<file path="src/core/auir_pkg.sv">
// Package of register offsets, field positions, reset values and types for the serial port.
package auir_pkg;

  // ****************************************************************
  // Register byte offsets.
  // ****************************************************************
  localparam logic [11:0] OFF_DATA = 12'h000;
  localparam logic [11:0] OFF_RSTAT = 12'h004;
  localparam logic [11:0] OFF_FLAG = 12'h018;
  localparam logic [11:0] OFF_ILPR = 12'h020;
  localparam logic [11:0] OFF_IBRD = 12'h024;
  localparam logic [11:0] OFF_FBRD = 12'h028;
  localparam logic [11:0] OFF_LCTL = 12'h02C;
  localparam logic [11:0] OFF_CTL = 12'h030;
  localparam logic [11:0] OFF_IFLS = 12'h034;

  // ****************************************************************
  // Reset values.
  // ****************************************************************
  localparam logic [9:0] CTL_RESET = 10'h300;
  localparam logic [5:0] IFLS_RESET = 6'h12;

  // ****************************************************************
  // Control register bit positions.
  // ****************************************************************
  localparam int CTL_EN = 0;
  localparam int CTL_SIR = 1;
  localparam int CTL_SIRLP = 2;
  localparam int CTL_TXE = 8;
  localparam int CTL_RXE = 9;

  // ****************************************************************
  // Line control bit positions.
  // ****************************************************************
  localparam int LC_BRK = 0;
  localparam int LC_PEN = 1;
  localparam int LC_EPS = 2;
  localparam int LC_STP2 = 3;
  localparam int LC_FEN = 4;
  localparam int LC_WLEN = 5;
  localparam int LC_SPS = 7;

  // ****************************************************************
  // Receive status bit positions; a receive entry holds them eight bits up, in bits 11:8.
  // ****************************************************************
  localparam int ST_FE = 0;
  localparam int ST_PE = 1;
  localparam int ST_BE = 2;
  localparam int ST_OE = 3;

  // ****************************************************************
  // Timing counts in oversample ticks; LP_PULSE counts low-power ticks.
  // ****************************************************************
  localparam logic [3:0] TICKS_HALF = 4'h7;
  localparam logic [3:0] TICKS_LAST = 4'hF;
  localparam logic [3:0] IR_PULSE = 4'h3;
  localparam logic [1:0] LP_PULSE = 2'h3;

  // Line-control snapshot taken with the divisor.
  typedef struct packed {
    logic [15:0] divInt;
    logic [5:0] divisor_fraction_field;
    logic [7:0] lineCtl;
  } auir_cfg_type;

  // Serializer states.
  typedef enum logic [2:0] {
    TX_IDLE = 3'b000,
    TX_START = 3'b001,
    TX_DATA = 3'b010,
    TX_PAR = 3'b011,
    TX_STOP = 3'b100
  } auir_tx_type;

  // Deserializer states.
  typedef enum logic [2:0] {
    RX_IDLE = 3'b000,
    RX_START = 3'b001,
    RX_DATA = 3'b010,
    RX_PAR = 3'b011,
    RX_STOP = 3'b100
  } auir_rx_type;

endpackage : auir_pkg

</file>
<file path="src/core/auir_uart.sv">
// Asynchronous serial port with FIFOs, fractional baud generator and infrared encoder.
//
// What this block does
// - Transmit and receive enables set after reset; EN starts clear, so nothing runs until it is set.
// - Clearing TXE or RXE finishes the current character; clearing EN freezes it at once.
// - Start, data LSB first, parity, stop.
// - Five to eight bits, parity styles, stops.
// - Divisor: 16-bit integer, 6-bit fraction.
// - Divisor equals clock over sixteen baud.
// - Sixteen-times tick paces bits and sampling.
// - Divisor latched only on line-control write.
// - Sixteen-entry FIFOs, receive entries carry status.
// - Trigger levels one eighth to seven eighths.
// - Send back to back until FIFO empty.
// - Busy until FIFO empty and stop sent.
// - Start valid if low at eighth tick.
// - Sample bits every sixteenth tick, check parity.
// - Stop must be high, else framing error.
// - Parity, framing, break stored per character; overrun kept in sticky status.
// - Control bit selects plain or infrared encoding on the output pin.
// - Infrared zero is three-sixteenths high pulse.
// - Receive input sampled as a plain level in both modes.
// - Low-power pulse is three divided ticks.
// - FIFOs start disabled as one-entry holding registers.
//
// The register offsets and the AXI4-Lite interface to the registers are this design's own decisions.
`timescale 1ns/100ps
module auir_uart #(
  parameter int DEPTH = 16,
  parameter int AW = 4
) (
  // Clock and reset.
  input wire logic sys_clk,
  input wire logic rst,
  // AXI4-Lite write channels.
  input wire logic [11:0] s_axi_awaddr,
  input wire logic s_axi_awvalid,
  output logic s_axi_awready,
  input wire logic [31:0] s_axi_wdata,
  input wire logic [3:0] s_axi_wstrb,
  input wire logic s_axi_wvalid,
  output logic s_axi_wready,
  output logic [1:0] s_axi_bresp,
  output logic s_axi_bvalid,
  input wire logic s_axi_bready,
  // AXI4-Lite read channels.
  input wire logic [11:0] s_axi_araddr,
  input wire logic s_axi_arvalid,
  output logic s_axi_arready,
  output logic [31:0] s_axi_rdata,
  output logic [1:0] s_axi_rresp,
  output logic s_axi_rvalid,
  input wire logic s_axi_rready,
  // Serial pins.
  input wire logic serialInPin,
  output logic serialOutPin,
  // FIFO trigger indications.
  output logic txLevelHit,
  output logic rxLevelHit
);

  // ****************************************************************
  // Registers.
  // ****************************************************************
  logic [9:0] ctl_r; // Control register.
  logic [15:0] ibrd_r; // Integer divisor staging.
  logic [5:0] fbrd_r; // Fraction divisor staging.
  logic [7:0] ilpr_r; // Low-power divisor.
  logic [5:0] ifls_r; // FIFO trigger selects.
  logic [3:0] rstat_r; // Sticky receive status.
  auir_pkg::auir_cfg_type cfg_r; // Active 30-bit configuration.

  // ****************************************************************
  // FIFO storage.
  // ****************************************************************
  logic [7:0] txMem_r [DEPTH];
  logic [11:0] rxMem_r [DEPTH];
  logic [AW:0] txCnt_r, rxCnt_r;
  logic [AW-1:0] txRd_r, txWr_r, rxRd_r, rxWr_r;
  logic [AW:0] cap; // Effective depth.
  logic txFull, rxFull, txEmpty, rxEmpty;
  logic txPush, txPop, rxPush, rxPop;
  logic [11:0] rxEntry; // Entry to push.

  // Depth is one entry while the FIFO is disabled.
  assign cap = cfg_r.lineCtl[auir_pkg::LC_FEN] ? (AW+1)'(DEPTH) : (AW+1)'(1);
  assign txFull = (txCnt_r >= cap);
  assign rxFull = (rxCnt_r >= cap);
  assign txEmpty = (txCnt_r == '0);
  assign rxEmpty = (rxCnt_r == '0);

  // ****************************************************************
  // Bus slave.
  // ****************************************************************
  logic awHeld_r, wHeld_r, arHeld_r;
  logic [11:0] awAddr_r, arAddr_r;
  logic [31:0] wData_r;
  logic doWrite, doRead;
  logic [31:0] rdMux;

  assign s_axi_awready = !awHeld_r && !s_axi_bvalid;
  assign s_axi_wready = !wHeld_r && !s_axi_bvalid;
  assign s_axi_arready = !arHeld_r && !s_axi_rvalid;
  assign s_axi_bresp = 2'h0;
  assign s_axi_rresp = 2'h0;
  assign doWrite = awHeld_r && wHeld_r;
  assign doRead = arHeld_r;

  // Address and data are caught independently so either may come first.
  always_ff @(posedge sys_clk) begin
    if (rst) begin
      awHeld_r <= 1'b0;
      wHeld_r <= 1'b0;
      arHeld_r <= 1'b0;
      awAddr_r <= 12'h000;
      arAddr_r <= 12'h000;
      wData_r <= 32'h00000000;
      s_axi_bvalid <= 1'b0;
      s_axi_rvalid <= 1'b0;
      s_axi_rdata <= 32'h00000000;
    end else begin
      if (s_axi_awvalid && s_axi_awready) begin
        awHeld_r <= 1'b1;
        awAddr_r <= s_axi_awaddr;
      end
      if (s_axi_wvalid && s_axi_wready) begin
        wHeld_r <= 1'b1;
        wData_r <= s_axi_wdata;
      end
      if (doWrite) begin
        awHeld_r <= 1'b0;
        wHeld_r <= 1'b0;
        s_axi_bvalid <= 1'b1;
      end else if (s_axi_bready) begin
        s_axi_bvalid <= 1'b0;
      end
      if (s_axi_arvalid && s_axi_arready) begin
        arHeld_r <= 1'b1;
        arAddr_r <= s_axi_araddr;
      end
      if (doRead) begin
        arHeld_r <= 1'b0;
        s_axi_rvalid <= 1'b1;
        s_axi_rdata <= rdMux;
      end else if (s_axi_rready) begin
        s_axi_rvalid <= 1'b0;
      end
    end
  end

  logic busy;
  // Read mux; unmapped addresses read zero with an OKAY answer.
  always_comb begin
    rdMux = 32'h00000000;
    case ({arAddr_r[11:2], 2'h0})
      auir_pkg::OFF_DATA: rdMux = {20'h00000, rxMem_r[rxRd_r]};
      auir_pkg::OFF_RSTAT: rdMux = {28'h0000000, rstat_r};
      auir_pkg::OFF_FLAG: rdMux = {24'h000000, txEmpty, rxFull, txFull, rxEmpty, busy, 3'h0};
      auir_pkg::OFF_ILPR: rdMux = {24'h000000, ilpr_r};
      auir_pkg::OFF_IBRD: rdMux = {16'h0000, ibrd_r};
      auir_pkg::OFF_FBRD: rdMux = {26'h0000000, fbrd_r};
      auir_pkg::OFF_LCTL: rdMux = {24'h000000, cfg_r.lineCtl};
      auir_pkg::OFF_CTL: rdMux = {22'h000000, ctl_r};
      auir_pkg::OFF_IFLS: rdMux = {26'h0000000, ifls_r};
      default: rdMux = 32'h00000000;
    endcase
  end

  assign rxPop = doRead && (arAddr_r == auir_pkg::OFF_DATA) && !rxEmpty;
  assign txPush = doWrite && (awAddr_r == auir_pkg::OFF_DATA) && s_axi_wstrb[0] && !txFull;

  // Configuration registers; the divisor is only taken when line control is written.
  always_ff @(posedge sys_clk) begin
    if (rst) begin
      ctl_r <= auir_pkg::CTL_RESET;
      ibrd_r <= 16'h0000;
      fbrd_r <= 6'h00;
      ilpr_r <= 8'h00;
      ifls_r <= auir_pkg::IFLS_RESET;
      cfg_r <= '0;
    end else if (doWrite) begin
      case (awAddr_r)
        auir_pkg::OFF_CTL: ctl_r <= wData_r[9:0];
        auir_pkg::OFF_IBRD: ibrd_r <= wData_r[15:0];
        auir_pkg::OFF_FBRD: fbrd_r <= wData_r[5:0];
        auir_pkg::OFF_ILPR: ilpr_r <= wData_r[7:0];
        auir_pkg::OFF_IFLS: ifls_r <= wData_r[5:0];
        auir_pkg::OFF_LCTL: cfg_r <= {ibrd_r, fbrd_r, wData_r[7:0]};
        default: ;
      endcase
    end
  end

  // ****************************************************************
  // Fractional baud generator.
  // ****************************************************************
  logic [15:0] intCnt_r;
  logic [6:0] fracAcc_r;
  logic tick; // Oversample tick, one cycle.
  logic [6:0] fracSum;
  assign fracSum = {1'b0, fracAcc_r[5:0]} + {1'b0, cfg_r.divisor_fraction_field};
  assign tick = ctl_r[auir_pkg::CTL_EN] && (cfg_r.divInt != 16'h0000) && (intCnt_r == 16'h0000);

  // Each period is divInt cycles, stretched by one when the 1/64 accumulator carries.
  always_ff @(posedge sys_clk) begin
    if (rst) begin
      intCnt_r <= 16'h0000;
      fracAcc_r <= 7'h00;
    end else if (tick) begin
      fracAcc_r <= fracSum;
      intCnt_r <= fracSum[6] ? cfg_r.divInt : cfg_r.divInt - 16'h0001;
    end else if (intCnt_r != 16'h0000) begin
      intCnt_r <= intCnt_r - 16'h0001;
    end
  end

  // Low-power infrared tick: the oversample tick divided by ilpr (zero acts as 256).
  logic [7:0] lpCnt_r;
  logic lpTick;
  assign lpTick = tick && (lpCnt_r == 8'h00);
  always_ff @(posedge sys_clk) begin
    if (rst) begin
      lpCnt_r <= 8'h00;
    end else if (tick) begin
      lpCnt_r <= (lpCnt_r == 8'h00) ? ilpr_r - 8'h01 : lpCnt_r - 8'h01;
    end
  end

  // ****************************************************************
  // Transmitter.
  // ****************************************************************
  auir_pkg::auir_tx_type txSt_r;
  logic [3:0] txTk_r;
  logic [2:0] txBit_r;
  logic [7:0] txSh_r;
  logic txPar_r, txLine_r, txStop2_r;
  logic [2:0] wlenM1;
  logic [7:0] lc;
  assign lc = cfg_r.lineCtl;
  assign wlenM1 = 3'h4 + {1'b0, lc[auir_pkg::LC_WLEN+1 -: 2]};
  assign txPop = (txSt_r == auir_pkg::TX_IDLE) && !txEmpty && tick
    && ctl_r[auir_pkg::CTL_EN] && ctl_r[auir_pkg::CTL_TXE];
  assign busy = !txEmpty || (txSt_r != auir_pkg::TX_IDLE);

  // Parity bit value for a given data parity.
  function automatic logic parBit(input logic [7:0] l, input logic xorIn);
    if (l[auir_pkg::LC_SPS]) begin
      parBit = !l[auir_pkg::LC_EPS];
    end else begin
      parBit = l[auir_pkg::LC_EPS] ? xorIn : !xorIn;
    end
  endfunction : parBit

  // Character serializer; once started it runs to its stop bits even if TXE clears; clearing EN freezes it.
  always_ff @(posedge sys_clk) begin
    if (rst) begin
      txSt_r <= auir_pkg::TX_IDLE;
      txTk_r <= 4'h0;
      txBit_r <= 3'h0;
      txSh_r <= 8'h00;
      txPar_r <= 1'b0;
      txLine_r <= 1'b1;
      txStop2_r <= 1'b0;
    end else if (txPop) begin
      txSt_r <= auir_pkg::TX_START;
      txSh_r <= txMem_r[txRd_r];
      txPar_r <= 1'b0;
      txTk_r <= 4'h0;
      txLine_r <= 1'b0;
    end else if (tick && txSt_r != auir_pkg::TX_IDLE) begin
      txTk_r <= txTk_r + 4'h1;
      if (txTk_r == auir_pkg::TICKS_LAST) begin
        case (txSt_r)
          auir_pkg::TX_START: begin
            txSt_r <= auir_pkg::TX_DATA;
            txBit_r <= 3'h0;
            txLine_r <= txSh_r[0];
            txPar_r <= txSh_r[0];
          end
          auir_pkg::TX_DATA: begin
            if (txBit_r == wlenM1) begin
              txSt_r <= lc[auir_pkg::LC_PEN] ? auir_pkg::TX_PAR : auir_pkg::TX_STOP;
              txLine_r <= lc[auir_pkg::LC_PEN] ? parBit(lc, txPar_r) : 1'b1;
              txStop2_r <= lc[auir_pkg::LC_STP2];
            end else begin
              txBit_r <= txBit_r + 3'h1;
              txLine_r <= txSh_r[txBit_r + 3'h1];
              txPar_r <= txPar_r ^ txSh_r[txBit_r + 3'h1];
            end
          end
          auir_pkg::TX_PAR: begin
            txSt_r <= auir_pkg::TX_STOP;
            txLine_r <= 1'b1;
            txStop2_r <= lc[auir_pkg::LC_STP2];
          end
          auir_pkg::TX_STOP: begin
            if (txStop2_r) begin
              txStop2_r <= 1'b0;
            end else begin
              txSt_r <= auir_pkg::TX_IDLE;
            end
          end
          default: txSt_r <= auir_pkg::TX_IDLE;
        endcase
      end
    end
  end

  // Infrared encoder: a zero bit becomes a short high pulse, a one stays low.
  logic [1:0] lpPulse_r;
  logic irOut;
  always_ff @(posedge sys_clk) begin
    if (rst) begin
      lpPulse_r <= 2'h0;
    end else if (txTk_r == 4'h0 && tick && !txLine_r) begin
      lpPulse_r <= auir_pkg::LP_PULSE;
    end else if (lpTick && lpPulse_r != 2'h0) begin
      lpPulse_r <= lpPulse_r - 2'h1;
    end
  end
  always_comb begin
    if (ctl_r[auir_pkg::CTL_SIRLP]) begin
      irOut = !txLine_r && (lpPulse_r != 2'h0);
    end else begin
      irOut = !txLine_r && (txTk_r < auir_pkg::IR_PULSE);
    end
  end

  // Output register; break forces the plain line low.
  always_ff @(posedge sys_clk) begin
    if (rst) begin
      serialOutPin <= 1'b1;
    end else if (ctl_r[auir_pkg::CTL_SIR]) begin
      serialOutPin <= irOut && !lc[auir_pkg::LC_BRK];
    end else begin
      serialOutPin <= txLine_r && !lc[auir_pkg::LC_BRK];
    end
  end

  // ****************************************************************
  // Receiver.
  // ****************************************************************
  logic inS1_r, inS2_r; // Two-stage pin synchroniser.
  logic inPrev_r;
  logic rxIn;
  always_ff @(posedge sys_clk) begin
    if (rst) begin
      inS1_r <= 1'b1;
      inS2_r <= 1'b1;
    end else begin
      inS1_r <= serialInPin;
      inS2_r <= inS1_r;
    end
  end
  // Both modes sample the receive line as a plain level; infrared pulses are not decoded.
  assign rxIn = inS2_r;

  auir_pkg::auir_rx_type rxSt_r;
  logic [3:0] rxTk_r;
  logic [2:0] rxBit_r;
  logic [7:0] rxSh_r;
  logic rxPar_r, rxPe_r, rxAllZero_r, rxGo;
  assign rxGo = ctl_r[auir_pkg::CTL_EN] && ctl_r[auir_pkg::CTL_RXE];

  // Deserializer; an accepted start runs to its stop even if receive is disabled; clearing EN freezes it.
  always_ff @(posedge sys_clk) begin
    if (rst) begin
      rxSt_r <= auir_pkg::RX_IDLE;
      rxTk_r <= 4'h0;
      rxBit_r <= 3'h0;
      rxSh_r <= 8'h00;
      rxPar_r <= 1'b0;
      rxPe_r <= 1'b0;
      rxAllZero_r <= 1'b0;
      inPrev_r <= 1'b1;
      rxPush <= 1'b0;
      rxEntry <= 12'h000;
    end else begin
      rxPush <= 1'b0;
      if (tick) begin
        inPrev_r <= rxIn;
        rxTk_r <= rxTk_r + 4'h1;
        case (rxSt_r)
          auir_pkg::RX_IDLE: begin
            if (rxGo && inPrev_r && !rxIn) begin
              rxSt_r <= auir_pkg::RX_START;
              rxTk_r <= 4'h1;
            end
          end
          auir_pkg::RX_START: begin
            if (rxTk_r == auir_pkg::TICKS_HALF) begin
              if (rxIn) begin
                rxSt_r <= auir_pkg::RX_IDLE;
              end else begin
                rxSt_r <= auir_pkg::RX_DATA;
                rxTk_r <= 4'h0;
                rxBit_r <= 3'h0;
                rxPar_r <= 1'b0;
                rxAllZero_r <= 1'b1;
              end
            end
          end
          auir_pkg::RX_DATA: begin
            if (rxTk_r == auir_pkg::TICKS_LAST) begin
              rxSh_r[rxBit_r] <= rxIn;
              rxPar_r <= rxPar_r ^ rxIn;
              rxAllZero_r <= rxAllZero_r && !rxIn;
              rxBit_r <= rxBit_r + 3'h1;
              if (rxBit_r == wlenM1) begin
                rxSt_r <= lc[auir_pkg::LC_PEN] ? auir_pkg::RX_PAR : auir_pkg::RX_STOP;
              end
              if (rxBit_r == 3'h0) begin
                rxSh_r[7:1] <= 7'h00;
              end
            end
          end
          auir_pkg::RX_PAR: begin
            if (rxTk_r == auir_pkg::TICKS_LAST) begin
              rxPe_r <= (rxIn != parBit(lc, rxPar_r));
              rxAllZero_r <= rxAllZero_r && !rxIn;
              rxSt_r <= auir_pkg::RX_STOP;
            end
          end
          auir_pkg::RX_STOP: begin
            if (rxTk_r == auir_pkg::TICKS_LAST) begin
              rxSt_r <= auir_pkg::RX_IDLE;
              rxPush <= 1'b1;
              rxEntry[7:0] <= rxSh_r;
              rxEntry[8 + auir_pkg::ST_FE] <= !rxIn;
              rxEntry[8 + auir_pkg::ST_PE] <= lc[auir_pkg::LC_PEN] && rxPe_r;
              rxEntry[8 + auir_pkg::ST_BE] <= rxAllZero_r && !rxIn;
              rxEntry[8 + auir_pkg::ST_OE] <= rxFull;
              rxPe_r <= 1'b0;
            end
          end
          default: rxSt_r <= auir_pkg::RX_IDLE;
        endcase
      end
    end
  end

  // Sticky status; a new error wins over a same-cycle clear write.
  always_ff @(posedge sys_clk) begin
    if (rst) begin
      rstat_r <= 4'h0;
    end else if (rxPush) begin
      rstat_r <= rstat_r | rxEntry[11:8];
    end else if (doWrite && awAddr_r == auir_pkg::OFF_RSTAT) begin
      rstat_r <= 4'h0;
    end
  end

  // ****************************************************************
  // FIFO pointers; an overrun character is dropped, its flag kept.
  // ****************************************************************
  always_ff @(posedge sys_clk) begin
    if (rst) begin
      txCnt_r <= '0;
      txRd_r <= '0;
      txWr_r <= '0;
      rxCnt_r <= '0;
      rxRd_r <= '0;
      rxWr_r <= '0;
    end else begin
      if (txPush) begin
        txMem_r[txWr_r] <= wData_r[7:0];
        txWr_r <= txWr_r + 1'b1;
      end
      if (txPop) begin
        txRd_r <= txRd_r + 1'b1;
      end
      txCnt_r <= txCnt_r + (AW+1)'(txPush) - (AW+1)'(txPop);
      if (rxPush && !rxFull) begin
        rxMem_r[rxWr_r] <= rxEntry;
        rxWr_r <= rxWr_r + 1'b1;
      end
      if (rxPop) begin
        rxRd_r <= rxRd_r + 1'b1;
      end
      rxCnt_r <= rxCnt_r + (AW+1)'(rxPush && !rxFull) - (AW+1)'(rxPop);
    end
  end

  // Trigger level: select 0..4 means 2,4,8,12,14 entries of sixteen.
  function automatic logic [AW:0] lvl(input logic [2:0] s);
    case (s)
      3'h0: lvl = (AW+1)'(DEPTH / 8);
      3'h1: lvl = (AW+1)'(DEPTH / 4);
      3'h2: lvl = (AW+1)'(DEPTH / 2);
      3'h3: lvl = (AW+1)'(DEPTH * 3 / 4);
      default: lvl = (AW+1)'(DEPTH * 7 / 8);
    endcase
  endfunction : lvl
  assign txLevelHit = (txCnt_r <= lvl(ifls_r[2:0]));
  assign rxLevelHit = (rxCnt_r >= lvl(ifls_r[5:3]));

endmodule : auir_uart

</file>
<file path="config.mk">
export PLATFORM = sky130hd
export DESIGN_NAME = auir_uart
export DESIGN_NICKNAME = d
export VERILOG_FILES = /design/src/core/auir_pkg.sv /design/src/core/auir_uart.sv
export SDC_FILE = /design/constraint.sdc
export NUM_CORES = 1
export LEC_CHECK = 0
export BUFFER_PORTS_ARGS = -buffer_cell sky130_fd_sc_hd__buf_2
export CAP_MARGIN = 20
export CORE_MARGIN = 2
export CORE_UTILIZATION = 44
export DETAILED_ROUTE_END_ITERATION = 8
export PLACE_DENSITY_LB_ADDON = 0.12
export SETUP_SLACK_MARGIN = 0.5
export SLEW_MARGIN = 15
export SYNTH_ARGS = -nofsm -noshare
export SYNTH_HDL_FRONTEND = slang
export SYNTH_SLANG_ARGS = --single-unit
export TNS_END_PERCENT = 50
</file>
<file path="constraint.sdc">
create_clock -name sys_clk -period 5.71 [get_ports sys_clk]
set_clock_uncertainty 0.05 [all_clocks]
set_input_delay 0.2855 -clock sys_clk [delete_from_list [all_inputs] [get_ports sys_clk]]
set_output_delay 0.2855 -clock sys_clk [all_outputs]
set_load 0.01 [all_outputs]
</file>
Word level (Yosys, flattened, before mapping)
Memory sizes are Yosys's and may differ from the RTL's. A register that Yosys moved wholly into a read port is not among the register bits.
Index checks and enable logic that the tools add are counted.
Word-level totals
  bits in writable memories: 320
  register bits: 266
  logic and storage cells: 323
  output and inout port bits: 44
  latch bits: 0
  input bits: 68
  memories: 2
  memory bits (read-only): 0
Cells by class
  eq/ne operators: 48
  $add $sub $neg: 19
  div/mod/pow operators: 0
  reductions and logical operators: 104
  mux-type cells: 88
  shift operators: 0
  bitwise operators: 6
  $mul: 0
  order comparisons: 8
Memories
  rxMem_r: depth 16, bits a word 12, rd ports 1, clocked after memory_dff 1, wr ports 1, line auir_uart.sv:77  | logic [11:0] rxMem_r [DEPTH];
  txMem_r: depth 16, bits a word 8, rd ports 1, clocked after memory_dff 1, wr ports 1, line auir_uart.sv:76  | logic [7:0] txMem_r [DEPTH];
Operators with widths (count)
  $pmux 16 s9: 1
  $eq 12x6->1 const B: 6
  $eq 10x4->1 const B: 6
  $mux 16: 3
  $mux 1: 42
  $mux 3: 13
  $logic_and 1x1->1: 35
  $pmux 4 s4: 2
  $reduce_bool 16->1: 2
  $sub 16x1->16 const B: 2
  $mux 4: 7
  $add 4x1->4 const B: 6
  $eq 3x2->1 const B: 8
  $logic_not 12->1: 2
  $reduce_bool 2->1: 12
  $ne 2x2->1 const B: 10
  $reduce_and 5->1: 4
  $logic_not 16->1: 1
  $reduce_and 4->1: 4
  $sub 8x1->8 const B: 2
  $ge 5x5->1: 3
  $logic_not 1->1: 15
  $logic_not 3->1: 5
  $pmux 3 s5: 1
  48 further kinds: 81

Depth between registers and ports, before layout
Gate-level depths: netlist (run 1).
  depth in word-level cells: 10
  gate-level depth with buffers: 18
  depth with buffers taken out: 17

Worst setup path after synthesis (run 1)
OpenSTA, ideal clock, no wires.
  path kind: reg2reg
  start point: register cfg_r[14] (netlist name)
  end point: register txCnt_r[4]
  cell stages (with the launch flop): 19
  arrival: 3.321 ns
  data required time: 5.590 ns
  library setup time: 0.070 ns
  period minus slack after synthesis: 3.441 ns
  path buffers: 1
  path slack: 2.269 ns
  cell sequence: dfxtp_1 > inv_1 > ha_1 > or3b_2 > nor4b_1 > a21o_1 > or2_1 > clkbuf_1 > inv_1 > ha_1 > inv_1 > ha_1 > inv_1 > fa_1 > nor2_1 > nor2_1 > nor2_1 > or3_1 > a21oi_1
On the way
  longest elaborated chain between the ends: 7
RTL lines
  start: declaration: line auir_uart.sv:71  | auir_pkg::auir_cfg_type cfg_r;
  start signal: assignment: line auir_uart.sv:188  | auir_pkg::OFF_LCTL: cfg_r <= {ibrd_r, fbrd_r, wData_r[7:0]};
  $reduce_bool 16->1: line auir_uart.sv:202  | assign tick = ctl_r[auir_pkg::CTL_EN] && (cfg_r.divInt != 16'h0000) && (intCnt_r == 16'h0000);
  $logic_and 1x1->1 (2 in series): line auir_uart.sv:202
  $logic_and 1x1->1: line auir_uart.sv:241  | assign txPop = (txSt_r == auir_pkg::TX_IDLE) && !txEmpty && tick
  $logic_and 1x1->1 (2 in series): line auir_uart.sv:242  | && ctl_r[auir_pkg::CTL_EN] && ctl_r[auir_pkg::CTL_TXE];
  net txPop: line auir_uart.sv:82  | logic txPush, txPop, rxPush, rxPop;
  $sub 5x1->5: line auir_uart.sv:472  | txCnt_r <= txCnt_r + (AW+1)'(txPush) - (AW+1)'(txPop);
  end signal: assignment: line auir_uart.sv:472
  end: declaration: line auir_uart.sv:78  | logic [AW:0] txCnt_r, rxCnt_r;
The timed path passes the listed nets, and every way through them passes these cells.
A chain may end at the register's enable or synchronous reset.

Worst setup path after layout (run 1)
Ends and elaborated chain as after synthesis.

==> results.toml, run 1 <==
[logic_synthesis]
yosys_register_bits = 582
synthArstFlopShare_pct = 0
synth_top_area_cell = "edfxtp_1"
synth-warning-count = 0
synth_cells = 2094
synth_cell_type_count = 69
synth-edff-count = 320
synthFlopType = "edfxtp_1"
post_synth.cell_area_avg_um2 = 11.9
synth_common_cells = "324 x nand2_1, 320 x edfxtp_1, 262 x dfxtp_1"
synth.most_common_cell = "nand2_1"
synth_top_area_share_pct = 38.6
ys_top_cells_by_area = "edfxtp_1 39%, dfxtp_1 21%, mux4_2 9.2%, nand2_1 4.9%, a21oi_1 4.0%"
synth.cell_area_mm2 = 0.0249
ys_seq_area_share_pct = 59.6

[clocking]
cts_tree = "yes"
clkLatencyLatePin_ns = 0.63
clk_pin_slew_ns = 0.06
clockBufferDepth = 3
cts_resized = 0
clock-sinks = 582
clockRootBuffer = "clkbuf_16"
cts_buffers = 61
htree_levels = 2

[critical_path]
critPathMaxFanout = 14
cp.arrival_ns = 4.77
critPathKind = "flop to flop"
reg2reg_to = "txCnt_r[4]"
crit_path_top_delay_cell = "or2_1"
rr_startpoint = "cfg_r[14]"
worst-r2r-cell-count = 17
cp-start-kind = "flop"
cpPeakStageDelay_ns = 0.49
crit_chain = "inv_1, ha_1, or3b_2, nor4b_1, a21o_1, or2_1, inv_1, ha_1, inv_1, ha_1, inv_1, fa_1, nor2_1, nor2_1, nor2_1, or3_1, a21oi_1"
required_ns = 6.20
cpMostUsedCell = "inv_1"
end_kind = "flop"
r2r_slack_ns = 1.43

[flow_run]
max-cap-violations = 0

[floorplan]
core_mm2 = 0.0562
ios = 112
dieWidth_um = 242
initial_core_util_pct = 44.4
row_count = 87
die_h_um = 242
fp.dieArea_mm2 = 0.0586

[drt]
via_per_inst = 5.47
post_drt_wl_per_cell_um = 20.8
drc = 0
antenna_left = 0
wirelength_um = 62400
drt_iter0_drc = 1281
first_pass_iters = 5
via_count = 16400

[timing]
fmax_mhz = 234
fin_crit_sh_pct = 74.9
rsz0062_at_grt = "false"
setup-violations-final = 0
relSlewSlack_pct = 24.0
maxSlewViolCount = 0
min_period_ns = 4.28
fin_setup_tns_ns = 0
tightest_slew_ns = 1.14
hold_viol = 0

[power]
p_sw_mw = 2.13
p_per_area_mw_per_mm2 = 317
power_frac_comb_pct = 6.8
internal_power_mw = 6.87
power_leakage_nw = 9.57
power.share.sequential_pct = 50.8
ir_worst_vdd_mv = 0.230
clockPowerShare_pct = 42.3
power_mw = 8.99
swShare_pct = 23.7

[worst_hold_path]
min_from = "rst"
hold_path_depth = 2
hold_path.class = "input pin to flop"
worstHoldEndpoint = "fbrd_r[0]"

[cells_and_area]
fin_nets = 2322
num-fill-cells = 4961
regArea_mm2 = 0.0149
area_delta_synth_final_pct = 14.0
num_antenna_cells = 0
multiInputGateArea_mm2 = 0.00937
drive_above_1_share_pct = 14.5

[global_route]
grt_max_degree = 143
grt_pass1_vias = 16200
overflow = 0
grt_pass1_wl_um = 96700
grt_antenna_before_repair = 0
gr-usage-all-layers_pct = 21.3

[place]
gp_congestion = 0.858
portBuffers = 72
dp_hpwl_um = 42000

[run_status]
status = "complete, no violations"
[layout by cell type, fill, tap and decap left out, types with 6 or more instances in the layout]
cell type	instances
o21ai_0	43
nand3_1	33
a31oi_1	9
o22ai_1	6
clkinv_2	9
or4_1	14
nor2_1	159
ha_1	53
clkinvlp_4	6
buf_4	32
a221oi_1	8
dfxtp_1	259
inv_1	54
mux4_2	102
a211oi_1	14
nor4b_1	9
nor3_1	43
mux2i_1	44
nand2_1	324
edfxtp_1	320
clkinv_1	10
xor2_1	23
nor2b_1	9
nor4_1	24
nand2b_1	29
and2_1	13
buf_2	72
a21oi_1	198
xnor2_1	32
clkbuf_1	14
nor3b_1	9
or3_1	20
conb_1	20
or2_2	8
clkbuf_16	61
a22oi_1	7
mux2_2	6
dlygate4sd3_1	43
nand4_1	16
[worst max-delay path by stage]
stage | depth (start not counted) | from | slack [ns] | end
5_1_grt | 17 | cfg_r[15] | 1.04 | txCnt_r[4]
6_report | 17 | cfg_r[14] | 1.43 | txCnt_r[4]
4_1_cts | 17 | cfg_r[14] | 1.41 | txCnt_r[4]
2_1_floorplan | 18 | cfg_r[14] | 2.27 | txCnt_r[4]
3_5_place_dp | 17 | cfg_r[14] | 1.45 | txCnt_r[4]
3_3_place_gp | 17 | cfg_r[14] | 1.48 | txCnt_r[4]
[worst max-delay path: cells and delay by family (launching register included)]
| kind | cells | cell delay (ns) |
|---|---|---|
| AND/OR/NAND/NOR | 7 | 1.88 |
| AO/OA/AOI/OAI | 2 | 0.59 |
| flip-flops | 1 | 0.34 |
| buffers and inverters | 4 | 0.39 |
| adder cells (fa/ha/maj) | 4 | 0.93 |
[logic make-up after synthesis]
kind of cell             after synthesis  share of synthesized area, %
flip-flops                           582                          59.6
AND/OR/NAND/NOR                      735                          13.6
other                                  1                        0.0150
XOR/XNOR                              55                          1.93
adder cells (fa/ha/maj)               56                          2.90
AO/OA/AOI/OAI                        328                          7.55
buffers and inverters                185                          3.11
multiplexers                         152                          11.3
[layer usage]
metal | vias up | share of wire (%) | GRT usage (%)
li1 | 7809 | - | -
met1 | 8131 | 47 | 31.0
met2 | 417 | 46 | 33.4
met5 | - | 0 | 0
met3 | 79 | 5.3 | 3.04
met4 | 0 | 2.2 | 5.79
[area by class of cell]
cell class	count	area share, %
Clock buffer	79	5.75
Clock inverter	34	0.995
Inverter	55	0.727
Multi-Input combinational cell	1346	33.0
Sequential cell	582	52.3
Tap cell	756	3.33
Timing Repair Buffer	152	3.91
[sequential cells by signal, indices dropped and copies added (netlist names), 8 cells and up, named ones only]
register,cells
txSh_r,8
rxSh_r,8
ilpr_r,8
ibrd_r,16
cfg_r,22
awAddr_r,12
wData_r,16
lpCnt_r,8
ctl_r,10
lc,8
arAddr_r,12
rxMem_r,192
s_axi_rdata,16
intCnt_r,16
rxEntry,12
txMem_r,128
[timing repair]
item,in CTS,in global routing
setup buffers,0,0
hold buffers,43,0
endpoints found under the setup margin,0,0
endpoints found under the hold margin,43,0
[power groups by stage]
stage	sequential, mW	clock, mW	combinational, mW
floorplan	4.62	0	0.447
global placement	4.66	0	0.570
detailed placement	4.67	0	0.581
CTS	4.58	3.91	0.609
global route	4.58	4.09	0.688
finish	4.57	3.81	0.616
[per-stage QoR]
step / cell area [µm²] / instances / utilization [%] / worst slack, ns / hold WS [ns]
2_1_floorplan: 25000 / 2113 / - / 2.27 / 0.339
3_3_place_gp: 26000 / 2844 / 46.3 / 1.48 / 0.350
3_5_place_dp: 26000 / 2845 / 46.3 / 1.45 / 0.352
4_1_cts: 28400 / 3001 / 50.5 / 1.41 / 0.144
5_1_grt: 28400 / 3004 / 50.6 / 1.04 / 0.186
6_report: 28400 / 3004 / 50.6 / 1.43 / 0.169
Power figures use the tool's default switching activity.
==> run 2, diff against run 1 <==
==> constraint.sdc (replaced) <==
create_clock -name sys_clk -period 4.5 [get_ports sys_clk]
set_clock_uncertainty 0.05 [all_clocks]
set_input_delay 0.225 -clock sys_clk [delete_from_list [all_inputs] [get_ports sys_clk]]
set_output_delay 0.225 -clock sys_clk [all_outputs]
set_load 0.01 [all_outputs]
==> run 2 against run 1 <==
Compared with the run above: wire length grew 2.0%; worst setup slack worse by 0.66 ns; sequential cell count unchanged; clock power rose by 41%; register-to-register slack lost 0.66 ns; hold slack improved by 0.019 ns; sequential power rose by 27%; count of clock-buffer cells in the layout increased by 14; final cell count is 1.0% higher; critical path type unchanged; critical endpoint unchanged.
==> results.toml, run 2 (synthesis gave the netlist of run 1 again) <==
[timing]
tightest_slew_ns = 1.08
maxSlewViolCount = 0
min_period_ns = 3.72
rsz0062_at_grt = "false"
setup-violations-final = 0
fin_crit_sh_pct = 82.7
relSlewSlack_pct = 27.7
worst_slack_ns = 0.777
fmax_mhz = 269
hold_viol = 0
fin_setup_tns_ns = 0

[cells_and_area]
stdcell_count = 3034
fin_nets = 2348
area_delta_synth_final_pct = 15.7
final_cell_mix = "324 x nand2_1, 320 x edfxtp_1, 259 x dfxtp_1, 198 x a21oi_1, 159 x nor2_1"
final_common_cell = "nand2_1"
drive_above_1_share_pct = 15.3
top_register = "rxMem_r"
fin_util_pct = 51.3
largest_register_ffs = 192
reg_top3 = "rxMem_r: 192 flops, txMem_r: 128 flops, cfg_r: 22 flops"
num-fill-cells = 4972
num_antenna_cells = 0

[drt]
drt_iter0_drc = 1232
wirelength_um = 63600
via_per_inst = 5.49
antenna_left = 0
via_count = 16600
post_drt_wl_per_cell_um = 21.0
first_pass_iters = 7
drc = 0

[floorplan]
fp.dieArea_mm2 = 0.0586
dieWidth_um = 242
row_count = 87
ios = 112
core_mm2 = 0.0562
initial_core_util_pct = 44.4
die_h_um = 242

[critical_path]
cp-start-kind = "flop"
critPathKind = "flop to flop"
cp.arrival_ns = 4.15
required_ns = 4.93
critPathMaxFanout = 8
end_kind = "flop"

[power]
ir_worst_vdd_mv = 0.287
power_leakage_nw = 9.81
p_per_area_mw_per_mm2 = 415
power_mw = 12.0

[global_route]
grt_pass1_vias = 16200
gr-usage-all-layers_pct = 21.6
grt_max_degree = 141
grt_pass1_wl_um = 96800
overflow = 0
grt_antenna_before_repair = 0

[clocking]
clockRootBuffer = "clkbuf_16"
cts_buffers = 67
htree_levels = 3
clk_pin_slew_ns = 0.06
cts_tree = "yes"
clockBufferDepth = 3
clock-sinks = 582
clkLatencyLatePin_ns = 0.61

[place]
dp_hpwl_um = 42600
portBuffers = 72
pre_cts_ws_ns = 0.610
gp_congestion = 0.845
dp_cells = 2857

[worst_hold_path]
hold_path.class = "input pin to flop"

[run_status]
status = "complete, no violations"

[flow_run]
max-cap-violations = 0
==> run 2: changes by cell type in the layout (fill, tap and decap cells not counted), sizes merged <==
| cell | before | now |
|---|---|---|
| bufinv | 3 | 5 |
| clkinv | 21 | 20 |
| clkinvlp | 8 | 1 |
| clkbuf | 80 | 94 |
| inv | 57 | 59 |
| dlygate4sd3 | 43 | 46 |
| buf | 108 | 125 |
==> run 2: layout make-up <==
| type | count | area [µm²] | share of cell area, % |
|---|---|---|---|
| Clock buffer | 93 | 1810 | 6.29 |
| Tap cell | 756 | 946 | 3.28 |
| Timing Repair Buffer | 172 | 1290 | 4.48 |
| Clock inverter | 30 | 345 | 1.20 |
| Sequential cell | 582 | 14900 | 51.5 |
| Multi-Input combinational cell | 1346 | 9370 | 32.5 |
| Inverter | 55 | 206 | 0.716 |
==> run 2: routing by layer <==
metal  routed length, µm  GRT usage (%)  vias to the layer above  part of all wire, %
met5                   0              0                        -                    0
met4                1550           6.41                        0                  2.4
met3                3630           3.80                      104                  5.7
met2               29300           34.1                      460                   46
met1               29100           30.6                     8227                   46
li1                    -              -                     7856                    -
==> run 2: worst paths after layout <==
path / startpoint / end / slack (ns) / cells after the start
max: intCnt_r[4] / txCnt_r[4] / 0.78 / 15
min: s_axi_awvalid / awAddr_r[7] / 0.19 / 4
max reg2reg: intCnt_r[4] / txCnt_r[4] / 0.78 / 15
min reg2reg: inS1_r / inS2_r / 0.36 / 1
==> run 2: critical path, cell delays in order (launching register included) <==
cell	delay, ns
dfxtp_1	0.35
or4_1	0.70
nand4bb_1	0.32
a21o_2	0.34
or2_1	0.28
inv_1	0.18
ha_1	0.26
inv_1	0.06
ha_1	0.17
inv_1	0.06
fa_1	0.40
nor2_1	0.10
nor2_1	0.05
nor2_1	0.10
or3_1	0.12
a21oi_1	0.05
==> run 2: through the flow <==
step	instance area, µm²	hold WS [ns]
2_1_floorplan	25000	0.279
3_3_place_gp	26100	0.350
3_5_place_dp	26100	0.349
4_1_cts	28700	0.168
5_1_grt	28800	0.175
6_report	28800	0.187
==> run 2: timing repair <==
action	CTS	global route
setup buffers	0	3
hold buffers	46	0
hold endpoints to repair	47	0
setup endpoints to repair	0	9
gates resized for setup	0	1
==> run 2: report_power, final <==
part	switching [mW]	internal (mW)	leakage [nW]
logic	0.475	0.326	3.67
registers	0.128	5.67	5.09
clock network	2.21	3.15	1.06
total	2.81	9.14	9.81
==> run 3, diff against run 2 <==
==> constraint.sdc (replaced) <==
create_clock -name sys_clk -period 3.7 [get_ports sys_clk]
set_clock_uncertainty 0.05 [all_clocks]
set_input_delay 0.185 -clock sys_clk [delete_from_list [all_inputs] [get_ports sys_clk]]
set_output_delay 0.185 -clock sys_clk [all_outputs]
set_load 0.01 [all_outputs]
==> run 3 against run 2 <==
Compared with the run above: critical path depth down 1; power up 21%; sequential power up 22%; via count down 0.11%; fmax up 13%; sequential cell count unchanged; combinational power up 26%; first-iteration DRC count up 3.7%; critical path type unchanged; critical endpoint unchanged; largest cell class unchanged.
==> results.toml, run 3 (synthesis gave the netlist of run 1 again) <==
[run_status]
status = "complete, no violations"

[drt]
post_drt_wl_per_cell_um = 20.7
antenna_left = 0
wirelength_um = 63200
drc = 0
via_count = 16600
drt_iter0_drc = 1277
via_per_inst = 5.45
first_pass_iters = 5

[place]
gp_congestion = 0.832
dp_hpwl_um = 43200
portBuffers = 72

[clocking]
clockRootBuffer = "clkbuf_16"
clkLatencyLatePin_ns = 0.63
clock-sinks = 582
cts_buffers = 60
htree_levels = 2
cts_tree = "yes"
clk_pin_slew_ns = 0.06
clockBufferDepth = 3

[flow_run]
max-cap-violations = 0

[critical_path]
crit_chain = "or4_1, or4_4, nor3_4, nand4_1, ha_1, inv_1, ha_1, inv_1, fa_2, nor2_1, nor2_1, nor2_1, or3_1, a21oi_1"
worst-r2r-cell-count = 14
end_kind = "flop"
critPathMaxFanout = 4
cpMostUsedCell = "nor2_1"
cp-start-kind = "flop"
crit_end = "txCnt_r[4]"
reg2reg_to = "txCnt_r[4]"
crit_path_top_delay_cell = "or4_4"
required_ns = 4.21
critPathKind = "flop to flop"
cp.arrival_ns = 3.80
cpPeakStageDelay_ns = 0.54
r2r_slack_ns = 0.41
rr_startpoint = "awAddr_r[0]"
startpoint = "awAddr_r[0]"

[global_route]
overflow = 0
grt_pass1_vias = 16500
use_met3_pct = 2.99
grtUsageMet2_pct = 34.3
grt_max_degree = 162
grt_pass1_wl_um = 97500
grt_antenna_before_repair = 1
top_usage_layer = "met2"
grt_use_met1_pct = 30.6
gr-usage-all-layers_pct = 21.5

[cells_and_area]
area_delta_synth_final_pct = 16.8
final_common_cell = "nand2_1"
drive_above_1_share_pct = 17.3
largest_register_ffs = 192
num_antenna_cells = 0
fin_nets = 2369
reg_top3 = "rxMem_r: 192 flops, txMem_r: 128 flops, cfg_r: 22 flops"
final_cell_mix = "324 x nand2_1, 320 x edfxtp_1, 256 x dfxtp_1, 198 x a21oi_1, 158 x nor2_1"
top_register = "rxMem_r"

[timing]
rsz0062_at_grt = "true"
fmax_mhz = 304
setup-violations-final = 0
fin_setup_tns_ns = 0
maxSlewViolCount = 0
tightest_slew_ns = 1.15
hold_viol = 0
min_period_ns = 3.29
relSlewSlack_pct = 23.5
fin_crit_sh_pct = 88.8

[floorplan]
dieWidth_um = 242
initial_core_util_pct = 44.4
fp.dieArea_mm2 = 0.0586
row_count = 87
core_mm2 = 0.0562
ios = 112
die_h_um = 242

[power]
power_leakage_nw = 9.95
power_mw = 14.5
ir_worst_vdd_mv = 0.401
p_per_area_mw_per_mm2 = 498

[worst_hold_path]
hold_path.class = "input pin to flop"
-- run 3: cell types whose count changed in the layout (fill, tap and decap cells not counted), moves of 4 or more --
cell / previous run / this run
buf_4: 47 / 76
buf_8: 6 / 2
bufinv_16: 5 / 10
clkbuf_1: 22 / 12
clkbuf_16: 67 / 61
clkinv_1: 7 / 3
clkinv_2: 11 / 7
clkinvlp_4: 1 / 7
-- run 3: what timing repair did --
action,in CTS,in global routing
endpoints found under the hold margin,75,0
pin swaps,1,3
gates resized for setup,5,8
hold buffers,46,0
setup endpoints to repair,68,32
gates cloned,0,0
buffers inserted,0,1
-- run 3: per-layer routing --
layer	vias to the layer above	part of all wire [%]
li1	7893	-
met1	8223	46
met2	415	46
met3	97	4.7
met4	0	2.8
met5	-	0
-- run 3: power by group --
part / internal (mW) / switching, mW / total [mW]
Clock: 3.86 / 2.58 / 6.43
Sequential: 6.89 / 0.163 / 7.05
Combinational: 0.423 / 0.584 / 1.01
-- run 3: worst min path at each step --
| stage | startpoint | endpoint | cells past startpoint |
|---|---|---|---|
| global route | s_axi_awvalid | awAddr_r[10] | 4 |
| CTS | s_axi_awvalid | awAddr_r[6] | 4 |
| global placement | serialInPin | inS1_r | 2 |
| floorplan | serialInPin | inS1_r | 1 |
| detailed placement | serialInPin | inS1_r | 2 |
| finish | s_axi_awvalid | awAddr_r[6] | 4 |
-- run 3: metrics by stage --
stage | cell area [µm²] | utilization [%] | instances | worst slack, ns | hold slack (ns)
final | 29100 | 51.8 | 3053 | 0.413 | 0.0812
after floorplan | 25000 | - | 2113 | 0.478 | 0.239
after CTS | 29000 | 51.7 | 3050 | 0.372 | 0.0364
after detailed placement | 26400 | 47.0 | 2890 | 0.184 | 0.328
after global routing | 29100 | 51.8 | 3053 | 0.240 | 0.110
after global placement | 26400 | 47.0 | 2890 | 0.256 | 0.322
-- run 3: layout make-up --
type                    count  area [µm²]
clock inverters            34         480
well taps                 756         946
repair buffers            200        1500
fillers                  4956       27100
multi-input cells        1346        9460
inverters                  55         206
clock buffers              80        1650
flip-flops and latches    582       14900
-- run 3: worst max-delay path, delay by kind of cell (launching register included) --
kind,cells,cell delay [ns]
AO/OA/AOI/OAI,1,0.14
adder cells (fa/ha/maj),3,0.72
buffers and inverters,2,0.11
flip-flops,1,0.31
AND/OR/NAND/NOR,8,1.89
